===== config.mk =====
export PLATFORM = sky130hd
export DESIGN_NAME = ssc_sequencer
export DESIGN_NICKNAME = d
export VERILOG_FILES = /design/src/ssc_pkg.sv /design/src/ssc_bus_pacer.sv /design/src/ssc_sequencer.sv /design/src/ssc_timing_table.sv
export SDC_FILE = /design/constraint.sdc
export NUM_CORES = 1
export LEC_CHECK = 0
export ABC_AREA = 1
export BUFFER_PORTS_ARGS = -buffer_cell sky130_fd_sc_hd__buf_2
export CAP_MARGIN = 25
export CORE_AREA = 2 2 90 110
export DETAILED_ROUTE_END_ITERATION = 12
export DIE_AREA = 0 0 92 112
export PLACE_DENSITY = 0.7
export SYNTH_ARGS = -nofsm -noshare
export SYNTH_HDL_FRONTEND = slang
export SYNTH_SLANG_ARGS = --single-unit

===== constraint.sdc =====
create_clock -name clock_in -period 3.3 [get_ports clock_in]
set_input_delay 0.165 -clock clock_in [delete_from_list [all_inputs] [get_ports clock_in]]
set_output_delay 0.165 -clock clock_in [all_outputs]
set_load 0.03 [all_outputs]

===== src/ssc_pkg.sv =====
`default_nettype none
package ssc_pkg;

  // ----------------------------------------
  // Clock and bus timing
  // ----------------------------------------
  localparam int CLK_PERIOD_NS = 100;
  localparam int BUS_CYCLE_NS = 400;
  localparam int BUS_CYCLE_CLKS =
    (BUS_CYCLE_NS + CLK_PERIOD_NS - 1) / CLK_PERIOD_NS;
  localparam logic [1:0] BUS_PHASE_LAST = 2'(BUS_CYCLE_CLKS - 1);

  // ----------------------------------------
  // Execution figures in clock periods and bus read counts
  // ----------------------------------------
  localparam logic [8:0] SIGNED_DIVIDE_OP_CLKS = 9'h07A;
  localparam logic [8:0] UNSIGNED_DIVIDE_OP_CLKS = 9'h06C;
  localparam logic [8:0] MUL_MAX_CLKS = 9'h02A;
  localparam logic [8:0] AREG_SHORT_CLKS = 9'h008;
  localparam logic [8:0] AREG_LONG_CLKS = 9'h006;
  localparam logic [8:0] PREDEC_LOOP_CLKS = 9'h002;
  localparam logic [8:0] IMM_WORD_CLKS = 9'h004;
  localparam logic [8:0] LOOP_TRUE_CLKS = 9'h006;
  localparam logic [8:0] LOOP_EXP_CLKS = 9'h004;
  localparam logic [8:0] LOOP_CMP_EXP_CLKS = 9'h002;
  localparam logic [3:0] LOOP_TERM_READS = 4'h2;

  // ----------------------------------------
  // Types
  // ----------------------------------------
  typedef enum logic [3:0] {
    add_op = 4'h0, and_op = 4'h1, cmp_op = 4'h2,
    signed_divide_op = 4'h3, unsigned_divide_op = 4'h4,
    exclusive_or_op = 4'h5, signed_multiply_op = 4'h6,
    unsigned_multiply_op = 4'h7, or_op = 4'h8, sub_op = 4'h9
  } ssc_op_type;

  typedef enum logic [1:0] {
    size_byte = 2'h0, size_word = 2'h1, size_long = 2'h2
  } ssc_size_type;

  typedef enum logic [1:0] {
    address_register_operand = 2'h0,
    data_register_operand = 2'h1,
    effective_address_operand = 2'h2
  } ssc_dest_type;

  typedef enum logic [2:0] {
    mode_dreg = 3'h0, mode_areg = 3'h1, mode_ind = 3'h2,
    mode_postinc = 3'h3, mode_predec = 3'h4, mode_other = 3'h5
  } ssc_mode_type;

  typedef enum logic [1:0] {
    loop_continued = 2'h0, loop_cc_true = 2'h1, loop_expired = 2'h2
  } ssc_loop_case_type;

  typedef enum logic {
    st_idle = 1'b0, st_run = 1'b1
  } ssc_state_type;

  typedef struct packed {
    logic [8:0] clocks;
    logic [3:0] reads;
    logic [3:0] writes;
  } ssc_timing_type;

  typedef struct packed {
    ssc_op_type op;
    ssc_size_type size;
    ssc_dest_type dest;
    ssc_mode_type mode;
    logic loop_mode;
    ssc_loop_case_type loop_case;
    logic [1:0] imm_words;
    ssc_timing_type ea_cost;
  } ssc_req_type;

  typedef struct packed {
    ssc_timing_type t;
    logic legal;
    logic ea_plus;
  } ssc_entry_type;

  typedef struct packed {
    ssc_state_type state;
    logic [8:0] left;
    ssc_timing_type result;
    logic busy;
    logic done;
    logic illegal;
  } ssc_seq_type;

  typedef struct packed {
    logic [1:0] phase;
    logic [3:0] rd_left;
    logic [3:0] wr_left;
    logic rd;
    logic wr;
  } ssc_pacer_type;

endpackage
`default_nettype wire


===== src/ssc_bus_pacer.sv =====
`default_nettype none
module ssc_bus_pacer (
  // Clock and reset
  input wire logic clock_in,
  input wire logic sys_rst_in,
  // Load request
  input wire logic start_in,
  input wire logic [3:0] reads_in,
  input wire logic [3:0] writes_in,
  // Bus cycle starts
  output var logic rd_out,
  output var logic wr_out
);

  ssc_pkg::ssc_pacer_type st_ff;
  ssc_pkg::ssc_pacer_type nxt_st;
  logic [3:0] rl;
  logic [3:0] wl;
  logic [1:0] ph;

  // Reads first, then writes, one bus cycle each
  always_comb begin
    rl = start_in ? reads_in : st_ff.rd_left;
    wl = start_in ? writes_in : st_ff.wr_left;
    ph = start_in ? 2'h0 : st_ff.phase;
    nxt_st = st_ff;
    nxt_st.rd = 1'b0;
    nxt_st.wr = 1'b0;
    nxt_st.rd_left = rl;
    nxt_st.wr_left = wl;
    nxt_st.phase = ph;
    if (ph != 2'h0) begin
      nxt_st.phase = 2'(ph - 2'h1);
    end else if (rl != 4'h0) begin
      nxt_st.rd = 1'b1;
      nxt_st.rd_left = 4'(rl - 4'h1);
      nxt_st.phase = ssc_pkg::BUS_PHASE_LAST;
    end else if (wl != 4'h0) begin
      nxt_st.wr = 1'b1;
      nxt_st.wr_left = 4'(wl - 4'h1);
      nxt_st.phase = ssc_pkg::BUS_PHASE_LAST;
    end
  end

  // State register
  always_ff @(posedge clock_in or posedge sys_rst_in) begin
    if (sys_rst_in) begin
      st_ff <= '0;
    end else begin
      st_ff <= nxt_st;
    end
  end

  assign rd_out = st_ff.rd;
  assign wr_out = st_ff.wr;

endmodule
`default_nettype wire


===== src/ssc_sequencer.sv =====
// Functional notes
// - Each figure covers the operation, the result store and the next prefetch.
// - Each figure is a clock total plus a count of bus reads and bus writes.
// - Entries that need it get the addressing clocks, reads and writes added.
// - Loop mode allows only indirect, postincrement or predecrement, and predecrement adds two clocks.
// - Exclusive-or into a data register accepts only a data register source.
// - An address register destination allows word and long sizes only.
// - Adding to or subtracting from an address register takes 8 clocks short and 6 long, one read.
// - Signed divide takes at most 122 clocks and one read plus addressing cost.
// - Unsigned divide takes at most 108 clocks and one read plus addressing cost.
// - Multiply takes at most 42 clocks and one read plus addressing cost.
// - Immediate extension words are fetched within the counted time.
`default_nettype none
module ssc_sequencer (
  // Clock and reset
  input wire logic clock_in,
  input wire logic sys_rst_in,
  // Operation request
  input wire logic start_in,
  input wire ssc_pkg::ssc_req_type req_in,
  // Sequencer status
  output var logic busy_out,
  output var logic done_out,
  output var logic illegal_out,
  output var ssc_pkg::ssc_timing_type result_out,
  // Bus cycle starts
  output var logic bus_read_out,
  output var logic bus_write_out
);

  // ----------------------------------------
  // Declarations
  // ----------------------------------------
  ssc_pkg::ssc_seq_type st_ff;
  ssc_pkg::ssc_seq_type nxt_st;
  ssc_pkg::ssc_entry_type entry;
  ssc_pkg::ssc_timing_type total;
  logic idle;
  logic accept;
  logic refuse;
  logic [8:0] imm_clks;

  // ----------------------------------------
  // Cost lookup
  // ----------------------------------------
  ssc_timing_table u_table (
    .req_in(req_in),
    .entry_out(entry)
  );

  // ----------------------------------------
  // Request handling
  // ----------------------------------------

  // Request is taken only while idle
  assign idle = (st_ff.state == ssc_pkg::st_idle);
  assign accept = start_in && idle && entry.legal;
  assign refuse = start_in && idle && !entry.legal;

  // Extension word fetches add clocks and reads
  assign imm_clks = 9'(9'(req_in.imm_words) * ssc_pkg::IMM_WORD_CLKS);

  // Total cost of the taken operation
  always_comb begin
    total = entry.t;
    if (entry.ea_plus) begin
      total.clocks = 9'(total.clocks + req_in.ea_cost.clocks);
      total.reads = 4'(total.reads + req_in.ea_cost.reads);
      total.writes = 4'(total.writes + req_in.ea_cost.writes);
    end
    if (!req_in.loop_mode) begin
      total.clocks = 9'(total.clocks + imm_clks);
      total.reads = 4'(total.reads + 4'(req_in.imm_words));
    end
  end

  // ----------------------------------------
  // Sequencer state
  // ----------------------------------------

  // Count the clock periods of the operation
  always_comb begin
    nxt_st = st_ff;
    nxt_st.done = 1'b0;
    nxt_st.illegal = refuse;
    unique case (st_ff.state)
      ssc_pkg::st_idle: begin
        if (accept) begin
          nxt_st.state = ssc_pkg::st_run;
          nxt_st.left = 9'(total.clocks - 9'h001);
          nxt_st.result = total;
          nxt_st.busy = 1'b1;
        end
      end
      ssc_pkg::st_run: begin
        if (st_ff.left == 9'h000) begin
          nxt_st.state = ssc_pkg::st_idle;
          nxt_st.busy = 1'b0;
          nxt_st.done = 1'b1;
        end else begin
          nxt_st.left = 9'(st_ff.left - 9'h001);
        end
      end
    endcase
  end

  // State register
  always_ff @(posedge clock_in or posedge sys_rst_in) begin
    if (sys_rst_in) begin
      st_ff <= '0;
    end else begin
      st_ff <= nxt_st;
    end
  end

  // Registered status outputs
  assign busy_out = st_ff.busy;
  assign done_out = st_ff.done;
  assign illegal_out = st_ff.illegal;
  assign result_out = st_ff.result;

  // ----------------------------------------
  // Bus cycle pacing
  // ----------------------------------------
  ssc_bus_pacer u_pacer (
    .clock_in(clock_in),
    .sys_rst_in(sys_rst_in),
    .start_in(accept),
    .reads_in(total.reads),
    .writes_in(total.writes),
    .rd_out(bus_read_out),
    .wr_out(bus_write_out)
  );

  // ----------------------------------------
  // Checking helpers
  // ----------------------------------------
  logic [8:0] chk_cycles;
  logic [3:0] chk_reads;
  logic [3:0] chk_writes;

  // Count busy cycles and bus cycles of one operation
  always_ff @(posedge clock_in or posedge sys_rst_in) begin
    if (sys_rst_in) begin
      chk_cycles <= '0;
      chk_reads <= '0;
      chk_writes <= '0;
    end else if (accept) begin
      chk_cycles <= '0;
      chk_reads <= '0;
      chk_writes <= '0;
    end else begin
      if (busy_out)
        chk_cycles <= 9'(chk_cycles + 9'h001);
      if (bus_read_out)
        chk_reads <= 4'(chk_reads + 4'h1);
      if (bus_write_out)
        chk_writes <= 4'(chk_writes + 4'h1);
    end
  end

  // Plain request outside loop mode with no extension words, addressing cost added except for exclusive-or into a data register
  logic plain;
  assign plain = accept && !req_in.loop_mode &&
                 (req_in.imm_words == 2'h0);
endmodule
`default_nettype wire


===== src/ssc_timing_table.sv =====
`default_nettype none
module ssc_timing_table (
  // Requested operation
  input wire ssc_pkg::ssc_req_type req_in,
  // Looked-up cost and legality
  output var ssc_pkg::ssc_entry_type entry_out
);

  logic wide;
  logic [2:0] allow;
  logic mode_ok;
  logic is_cmp;

  // ----------------------------------------
  // Cost lookup
  // ----------------------------------------
  always_comb begin
    wide = (req_in.size == ssc_pkg::size_long);
    is_cmp = (req_in.op == ssc_pkg::cmp_op);
    mode_ok = (req_in.mode == ssc_pkg::mode_ind) ||
              (req_in.mode == ssc_pkg::mode_postinc) ||
              (req_in.mode == ssc_pkg::mode_predec);
    entry_out = '0;
    // Permitted destinations: address, data, memory
    unique case (req_in.op)
      ssc_pkg::add_op, ssc_pkg::sub_op: allow = 3'h7;
      ssc_pkg::and_op, ssc_pkg::or_op: allow = 3'h3;
      ssc_pkg::cmp_op: allow = 3'h6;
      ssc_pkg::exclusive_or_op: allow = req_in.loop_mode ? 3'h1 : 3'h3;
      ssc_pkg::signed_divide_op, ssc_pkg::unsigned_divide_op,
      ssc_pkg::signed_multiply_op, ssc_pkg::unsigned_multiply_op:
        allow = req_in.loop_mode ? 3'h0 : 3'h2;
      default: allow = 3'h0;
    endcase
    entry_out.t.reads = (req_in.loop_mode && wide) ? 4'h2 : 4'h1;
    entry_out.ea_plus = !req_in.loop_mode;
    unique case (req_in.dest)
      ssc_pkg::address_register_operand: begin
        entry_out.legal = allow[2] &&
                          (req_in.size != ssc_pkg::size_byte);
        if (req_in.loop_mode)
          entry_out.t.clocks = wide ? 9'h016 : 9'h012;
        else if (is_cmp)
          entry_out.t.clocks = 9'h006;
        else
          entry_out.t.clocks = wide ? ssc_pkg::AREG_LONG_CLKS
                                    : ssc_pkg::AREG_SHORT_CLKS;
      end
      ssc_pkg::data_register_operand: begin
        entry_out.legal = allow[1];
        entry_out.t.clocks = wide ? 9'h006 : 9'h004;
        if (req_in.loop_mode) begin
          entry_out.t.clocks = wide ? 9'h016 : 9'h010;
          if (req_in.op == ssc_pkg::sub_op && wide)
            entry_out.t.clocks = 9'h014;
        end else begin
          unique case (req_in.op)
            ssc_pkg::signed_divide_op:
              entry_out.t.clocks = ssc_pkg::SIGNED_DIVIDE_OP_CLKS;
            ssc_pkg::unsigned_divide_op:
              entry_out.t.clocks = ssc_pkg::UNSIGNED_DIVIDE_OP_CLKS;
            ssc_pkg::signed_multiply_op, ssc_pkg::unsigned_multiply_op:
              entry_out.t.clocks = ssc_pkg::MUL_MAX_CLKS;
            ssc_pkg::exclusive_or_op: begin
              entry_out.legal = (req_in.mode == ssc_pkg::mode_dreg);
              entry_out.ea_plus = 1'b0;
            end
            default: entry_out.ea_plus = 1'b1;
          endcase
        end
      end
      ssc_pkg::effective_address_operand: begin
        entry_out.legal = allow[0];
        entry_out.t.writes = wide ? 4'h2 : 4'h1;
        if (req_in.loop_mode)
          entry_out.t.clocks = wide ? 9'h018 : 9'h010;
        else
          entry_out.t.clocks = wide ? 9'h00C : 9'h008;
      end
      default: entry_out.legal = 1'b0;
    endcase
    // Size code 3 names no operand size
    if (req_in.size > ssc_pkg::size_long)
      entry_out.legal = 1'b0;
    // Loop mode corrections and addressing limits
    if (req_in.loop_mode) begin
      if (is_cmp)
        entry_out.t.clocks = wide ? 9'h012 : 9'h00C;
      if (!mode_ok || req_in.imm_words != 2'h0)
        entry_out.legal = 1'b0;
      if (req_in.mode == ssc_pkg::mode_predec)
        entry_out.t.clocks = 9'(entry_out.t.clocks +
                                ssc_pkg::PREDEC_LOOP_CLKS);
      unique case (req_in.loop_case)
        ssc_pkg::loop_continued: entry_out.t.clocks = entry_out.t.clocks;
        ssc_pkg::loop_cc_true: begin
          entry_out.t.clocks = 9'(entry_out.t.clocks +
                                  ssc_pkg::LOOP_TRUE_CLKS);
          entry_out.t.reads = 4'(entry_out.t.reads +
                                 ssc_pkg::LOOP_TERM_READS);
        end
        ssc_pkg::loop_expired: begin
          entry_out.t.clocks = 9'(entry_out.t.clocks +
            ((is_cmp && wide) ? ssc_pkg::LOOP_CMP_EXP_CLKS
                              : ssc_pkg::LOOP_EXP_CLKS));
          entry_out.t.reads = 4'(entry_out.t.reads +
                                 ssc_pkg::LOOP_TERM_READS);
        end
        default: entry_out.legal = 1'b0;
      endcase
    end
  end

endmodule
`default_nettype wire


==> impl_metrics.tcl, run 1 <==
set metrics [dict create \
    crit_arrival_ns 4.27 \
    die_area_sq_mm 0.0103 \
    drc 0 \
    grt_pass1_vias 4327 \
    synthCells 584 \
    synth-edff-count 0 \
    critPathSlowestCell "fa_2" \
    start_kind "input pin" \
    ys_ff_latch 42 \
    syn_to_final_growth_pct 43.3 \
    worstSetupPathType "in -> reg" \
    reg2regPathDepth 11 \
    synth_cell_type_count 45 \
    portBuffers 57 \
    total_power_w 0.00233 \
    seq_area_frac_synth_pct 25.9 \
    htree_num_levels 2 \
    core.rowCount 39 \
    slew_headroom_pct 44.2 \
    routed_wirelength_um 11300 \
    drt-initial-drc-count 160 \
    routedWlPerCell_um 13.1 \
    cp_common_cell "nand2_2" \
    dp_hpwl_um 8550 \
    power_density_mw_per_mm2 400 \
    grt_use_total_pct 21.8 \
    num_antenna_cells 0 \
    grt_max_degree 40 \
    worst_pin_slew_ns 0.836 \
    cts_tree "built" \
    yosys_warnings 0 \
    whs_ns 0.0371 \
    crit_path_end_kind "flip-flop" \
    grt_overflow 0 \
    cts-buffers-inserted 5 \
    via_per_inst 5.05 \
    r2r-start "st_ff[29]" \
    ioPinCount 58 \
    clock_sinks 42 \
    final_cell_mix "137 x nand2_1, 111 x buf_4, 57 x inv_1" \
    instances_no_fill 860 \
    antenna_found_initial 0 \
    clock_latency_ns 0.29 \
    register_area_sq_mm 0.00105 \
    slew_violations 0 \
    period_needed_ns 4.11 \
    hold_buffers 0 \
    syn_area_sq_mm 0.00406 \
    initial_core_util_pct 43.8 \
    rsz0062_at_grt "yes" \
    critPathMaxStageDelay_ns 0.55 \
    place.gp.congestion 0.877 \
    post-route-period-util_pct 124 \
    r2r_end "u_pacer.st_ff[10]" \
    final_common_cell "nand2_1" \
    routed-via-count 4346 \
    dr.pass1.iters 8 \
    multi_input_area_sq_mm 0.00292 \
    die_w_um 92 \
    setup_violations 14 \
    fin_setup_tns_ns -8.16 \
    dpl.cell_count 833 \
    path_clk_slew_ns 0.06 \
    leakage_nw 3.18 \
    syn_avg_cell_area_sq_um 6.95 \
    timing.fmax_mhz 244 \
    drive_gt1_share_pct 44.8 \
    ant_nets 0 \
    hp-class "in -> async" \
    violations "setup timing" \
    crit_required_ns 3.47 \
    cp_max_fo 4 \
    worst_slack_ns -0.805 \
    root_buffer "clkbuf_16" \
    syn_nets 653 \
    reg2reg_setup_slack_ns 0.97 \
    drv_cap 0 \
    async_reset_ff_share_pct 100 \
    ys.flop_type "dfrtp_1" \
    die_h_um 112 \
    ir_worst_vdd_mv 0.200 \
    fillers 810 \
    coreArea_sq_mm 0.00927 \
    status "finished with violations" \
    clock_path_buffers 2 \
    hold_viol_final 0 \
    skew_ns 0.00485 \
    nNetsFinal 805 \
    grt_pass1_wl_um 18500 \
]
## synthesized netlist by cell type, types with 2 or more instances
cell type | instances | area [sq um]
a21o_1 | 2 | 15.0
a21oi_1 | 22 | 110
a21oi_2 | 5 | 43.8
a22oi_1 | 2 | 15.0
buf_2 | 4 | 20.0
buf_4 | 19 | 143
clkbuf_1 | 3 | 11.3
dfrtp_1 | 42 | 1050
fa_1 | 6 | 120
ha_1 | 27 | 338
inv_1 | 69 | 259
inv_2 | 11 | 41.3
nand2_1 | 159 | 597
nand2_2 | 19 | 119
nand2_4 | 5 | 56.3
nand3_1 | 50 | 250
nand3_2 | 6 | 60.1
nand4_1 | 10 | 62.6
nand4_2 | 3 | 37.5
nor2_1 | 38 | 143
nor2_2 | 5 | 31.3
nor2_4 | 4 | 45.0
nor3_1 | 5 | 25.0
o211ai_1 | 5 | 37.5
o21ai_0 | 25 | 125
o21ai_1 | 4 | 20.0
o221ai_1 | 2 | 17.5
or2_2 | 5 | 31.3
xnor2_1 | 3 | 26.3
xor2_1 | 9 | 78.8
## area by class of cell
cell class | instances | share of cell area [%]
Multi-Input combinational cell | 434 | 50.2
Clock inverter | 3 | 0.753
Timing Repair Buffer | 173 | 20.7
Inverter | 80 | 5.42
Clock buffer | 5 | 2.15
Tap cell | 123 | 2.65
Sequential cell | 42 | 18.1
## what timing repair did
| item | in CTS | in global routing |
|---|---|---|
| setup buffers | 13 | 7 |
| gates resized for setup | 36 | 78 |
| setup endpoints to repair | 14 | 22 |
| pin swaps | 32 | 47 |
## routing by layer
layer	part of all wire (%)	up-vias	GRT usage [%]
li1	-	2175	-
met1	39	2031	23.7
met2	54	109	41.7
met3	3.8	31	2.57
met4	3.5	0	9.85
met5	0	-	0
## cells by family (layout without fill, tap and decap cells)
group           after synthesis  count (layout)  synth area share, %
compound gates               74              74                 10.9
xor+xnor                     12              12                 2.59
fa+ha+maj                    33              33                 11.3
buf+inv                     108             261                 12.1
flops                        42              42                 25.9
mux                           1               1                0.247
other cells                   1               1               0.0924
simple gates                313             313                 36.9
## critical path: cells and delay by family
family	cells	cell delay (ns)
adder cells (fa/ha/maj)	5	1.99
AND/OR/NAND/NOR	20	1.57
buffers and inverters	4	0.26
XOR/XNOR	1	0.15
AO/OA/AOI/OAI	1	0.13
## flip-flops by register name (all words and copies together) (netlist names)
signal          cells
st_ff              10
busy_out            1
u_pacer.st_ff      10
result_out         17
u_pacer.rd_out      1
done_out            1
u_pacer.wr_out      1
illegal_out         1
## worst max-delay path by stage
| stage | cells after the start | slack, ns | start | to |
|---|---|---|---|---|
| floorplan | 32 | -0.86 | req_in[21] | st_ff[28] |
| global placement | 33 | -1.04 | req_in[30] | st_ff[28] |
| detailed placement | 31 | -1.20 | req_in[32] | st_ff[28] |
| CTS | 33 | -0.78 | req_in[30] | st_ff[28] |
| global route | 34 | -1.11 | req_in[30] | st_ff[28] |
| finish | 31 | -0.81 | req_in[30] | st_ff[26] |
## where the power goes
part | internal [W] | switching, W | total (W)
sequential | 0.000599 | 0.0000374 | 0.000637
combinational | 0.000497 | 0.000631 | 0.00113
clock | 0.000358 | 0.000202 | 0.000560
## per-stage QoR
stage	setup WS, ns	utilization, %	area, sq um
after floorplan	-0.859	-	4140
after global placement	-1.04	55.1	5110
after detailed placement	-1.20	55.1	5110
after CTS	-0.779	59.5	5510
after global routing	-1.11	62.7	5810
final	-0.805	62.7	5810
(Power assumes the default switching activity.)
==> run 2: changes to the inputs <==
SETUP_SLACK_MARGIN = 0.2   (was unset)
==> impl_metrics.tcl, run 2 (synthesis results as in run 1) <==
set metrics [dict create \
    power_density_mw_per_mm2 395 \
    final_common_cell "nand2_1" \
    portBuffers 57 \
    largest_reg_flops 17 \
    dr.pass1.iters 4 \
    pwr-share-seq_pct 28.9 \
    skew_ns 0.00323 \
    cts-buffers-inserted 5 \
    ir_worst_vdd_mv 0.212 \
    syn_to_final_growth_pct 37.5 \
    violations "setup timing" \
    place.gp.congestion 0.919 \
    start_kind "input pin" \
    rsz0062_at_grt "yes" \
    drc 0 \
    crit_path_end_kind "flip-flop" \
    slew_violations 0 \
    die_area_sq_mm 0.0103 \
    ant_nets 0 \
    p_int_w 0.00135 \
    critPathMaxStageDelay_ns 0.55 \
    num_antenna_cells 0 \
    worst_slack_ns -0.871 \
    grt_pass1_wl_um 17700 \
    cp_max_fo 4 \
    worst_pin_slew_ns 0.520 \
    setup_violations 14 \
    dp_hpwl_um 8390 \
    swShare_pct 38.9 \
    antenna_found_initial 0 \
    r2r_end "u_pacer.st_ff[3]" \
    clock_latency_ns 0.29 \
    drive_gt1_share_pct 40.1 \
    core.rowCount 39 \
    crit_arrival_ns 4.35 \
    whs_ns 0.00607 \
    post-route-period-util_pct 126 \
    root_buffer "clkbuf_16" \
    clkPwrFrac_pct 21.9 \
    dpl.cell_count 826 \
    worstSetupPathType "in -> reg" \
    grt_max_degree 43 \
    slew_headroom_pct 65.4 \
    hold_viol_final 0 \
    critical_path.top_delay_family "adder cells" \
    hp-class "in -> async" \
    drv_cap 0 \
    die_w_um 92 \
    grt_use_total_pct 21.0 \
    clock_sinks 42 \
    critPathSlowestCell "fa_2" \
    comb_power_share_pct 49.1 \
    cts_tree "built" \
    fillers 849 \
    switchingPower_w 0.000858 \
    initial_core_util_pct 43.8 \
    instances_no_fill 852 \
    routedWlPerCell_um 12.8 \
    status "finished with violations" \
    drt-initial-drc-count 139 \
    grt_overflow 0 \
    ioPinCount 58 \
    leakage_nw 3.11 \
    hold_buffers 0 \
    reg2regPathDepth 11 \
    routed-via-count 4292 \
    die_h_um 112 \
    crit_required_ns 3.48 \
    reg2reg_setup_slack_ns 0.98 \
    crit_buf_inv 4 \
    nNetsFinal 797 \
    period_needed_ns 4.17 \
    routed_wirelength_um 10900 \
    r2r-start "st_ff[29]" \
    htree_num_levels 2 \
    cp_common_cell "nand2_2" \
    coreArea_sq_mm 0.00927 \
    grt_pass1_vias 4153 \
    clock_path_buffers 2 \
    final_cell_mix "145 x nand2_1, 107 x buf_4, 65 x inv_1" \
    via_per_inst 5.04 \
    timing.fmax_mhz 240 \
    path_clk_slew_ns 0.06 \
]
## run 2: cell types whose count changed in the layout (fill, tap and decap cells not counted), moves of 3 or more
cell,previous run,this run
buf_6,8,3
ha_1,21,24
buf_4,111,107
nor2_1,25,30
nand3_2,21,17
nand2_1,137,145
inv_1,57,65
nor2_4,12,8
nand2_2,32,26
inv_2,20,13
nand3_1,33,39
## run 2: metrics by stage
| stage | setup TNS [ns] | setup WS (ns) | util [%] | power, W | instance area, sq um |
|---|---|---|---|---|---|
| final | -8.63 | -0.871 | 60.2 | 0.00221 | 5580 |
| after global routing | -12.60 | -1.13 | 60.2 | 0.00236 | 5580 |
| after CTS | -7.79 | -0.773 | 58.1 | 0.00213 | 5390 |
| after detailed placement | -14.72 | -1.17 | 54.6 | 0.00160 | 5060 |
| after global placement | -13.19 | -1.09 | 54.6 | 0.00156 | 5060 |
| after floorplan | -8.29 | -0.859 | - | 0.00130 | 4150 |
## run 2: worst max path at each step
stage / cells after the start / endpoint / start / slack (ns)
2_1_floorplan: 32 / st_ff[28] / req_in[21] / -0.86
4_1_cts: 33 / st_ff[28] / req_in[31] / -0.77
6_report: 33 / st_ff[28] / req_in[31] / -0.87
5_1_grt: 32 / st_ff[28] / req_in[30] / -1.13
3_3_place_gp: 32 / st_ff[28] / req_in[29] / -1.09
3_5_place_dp: 32 / st_ff[28] / req_in[29] / -1.17
## run 2: power groups by stage
| stage | sequential, W | clock, W | combinational, W |
|---|---|---|---|
| floorplan | 0.000651 | 0 | 0.000647 |
| global placement | 0.000642 | 0 | 0.000917 |
| finish | 0.000638 | 0.000484 | 0.00108 |
| detailed placement | 0.000646 | 0 | 0.000953 |
| global route | 0.000647 | 0.000512 | 0.00120 |
| CTS | 0.000637 | 0.000491 | 0.000999 |
## run 2: final cells by class
cell class,count,area (sq um),area share [%]
sequential,42,1050,18.8
clock inverter,3,21.3,0.381
tap,123,154,2.76
clock buffer,5,125,2.24
timing repair buffer,165,1130,20.3
multi-input combinational,434,2780,49.8
inverter,80,313,5.61
## run 2: metal layers
layer  up-vias  track usage [%]  wire length [um]
li1       2161                -                 -
met1      1975             22.8              4300
met2       119             40.1              5840
met3        37             2.57               397
met4         0             9.45               396
met5         -                0                 0
## run 2: worst reg2reg max path, delay by kind of cell (launching register included)
kind                     cells  cell delay, ns
adder cells (fa/ha/maj)      1            0.23
AND/OR/NAND/NOR              6            0.78
flip-flops                   1            0.49
multiplexers                 1            0.19
buffers and inverters        2            0.35
AO/OA/AOI/OAI                1            0.19
## run 2: what timing repair did
item / in CTS / in global routing
resized for setup: 24 / 43
setup endpoints to repair: 20 / 26
buffers inserted: 12 / 6
pin swaps: 19 / 41
gates cloned: 0 / 0
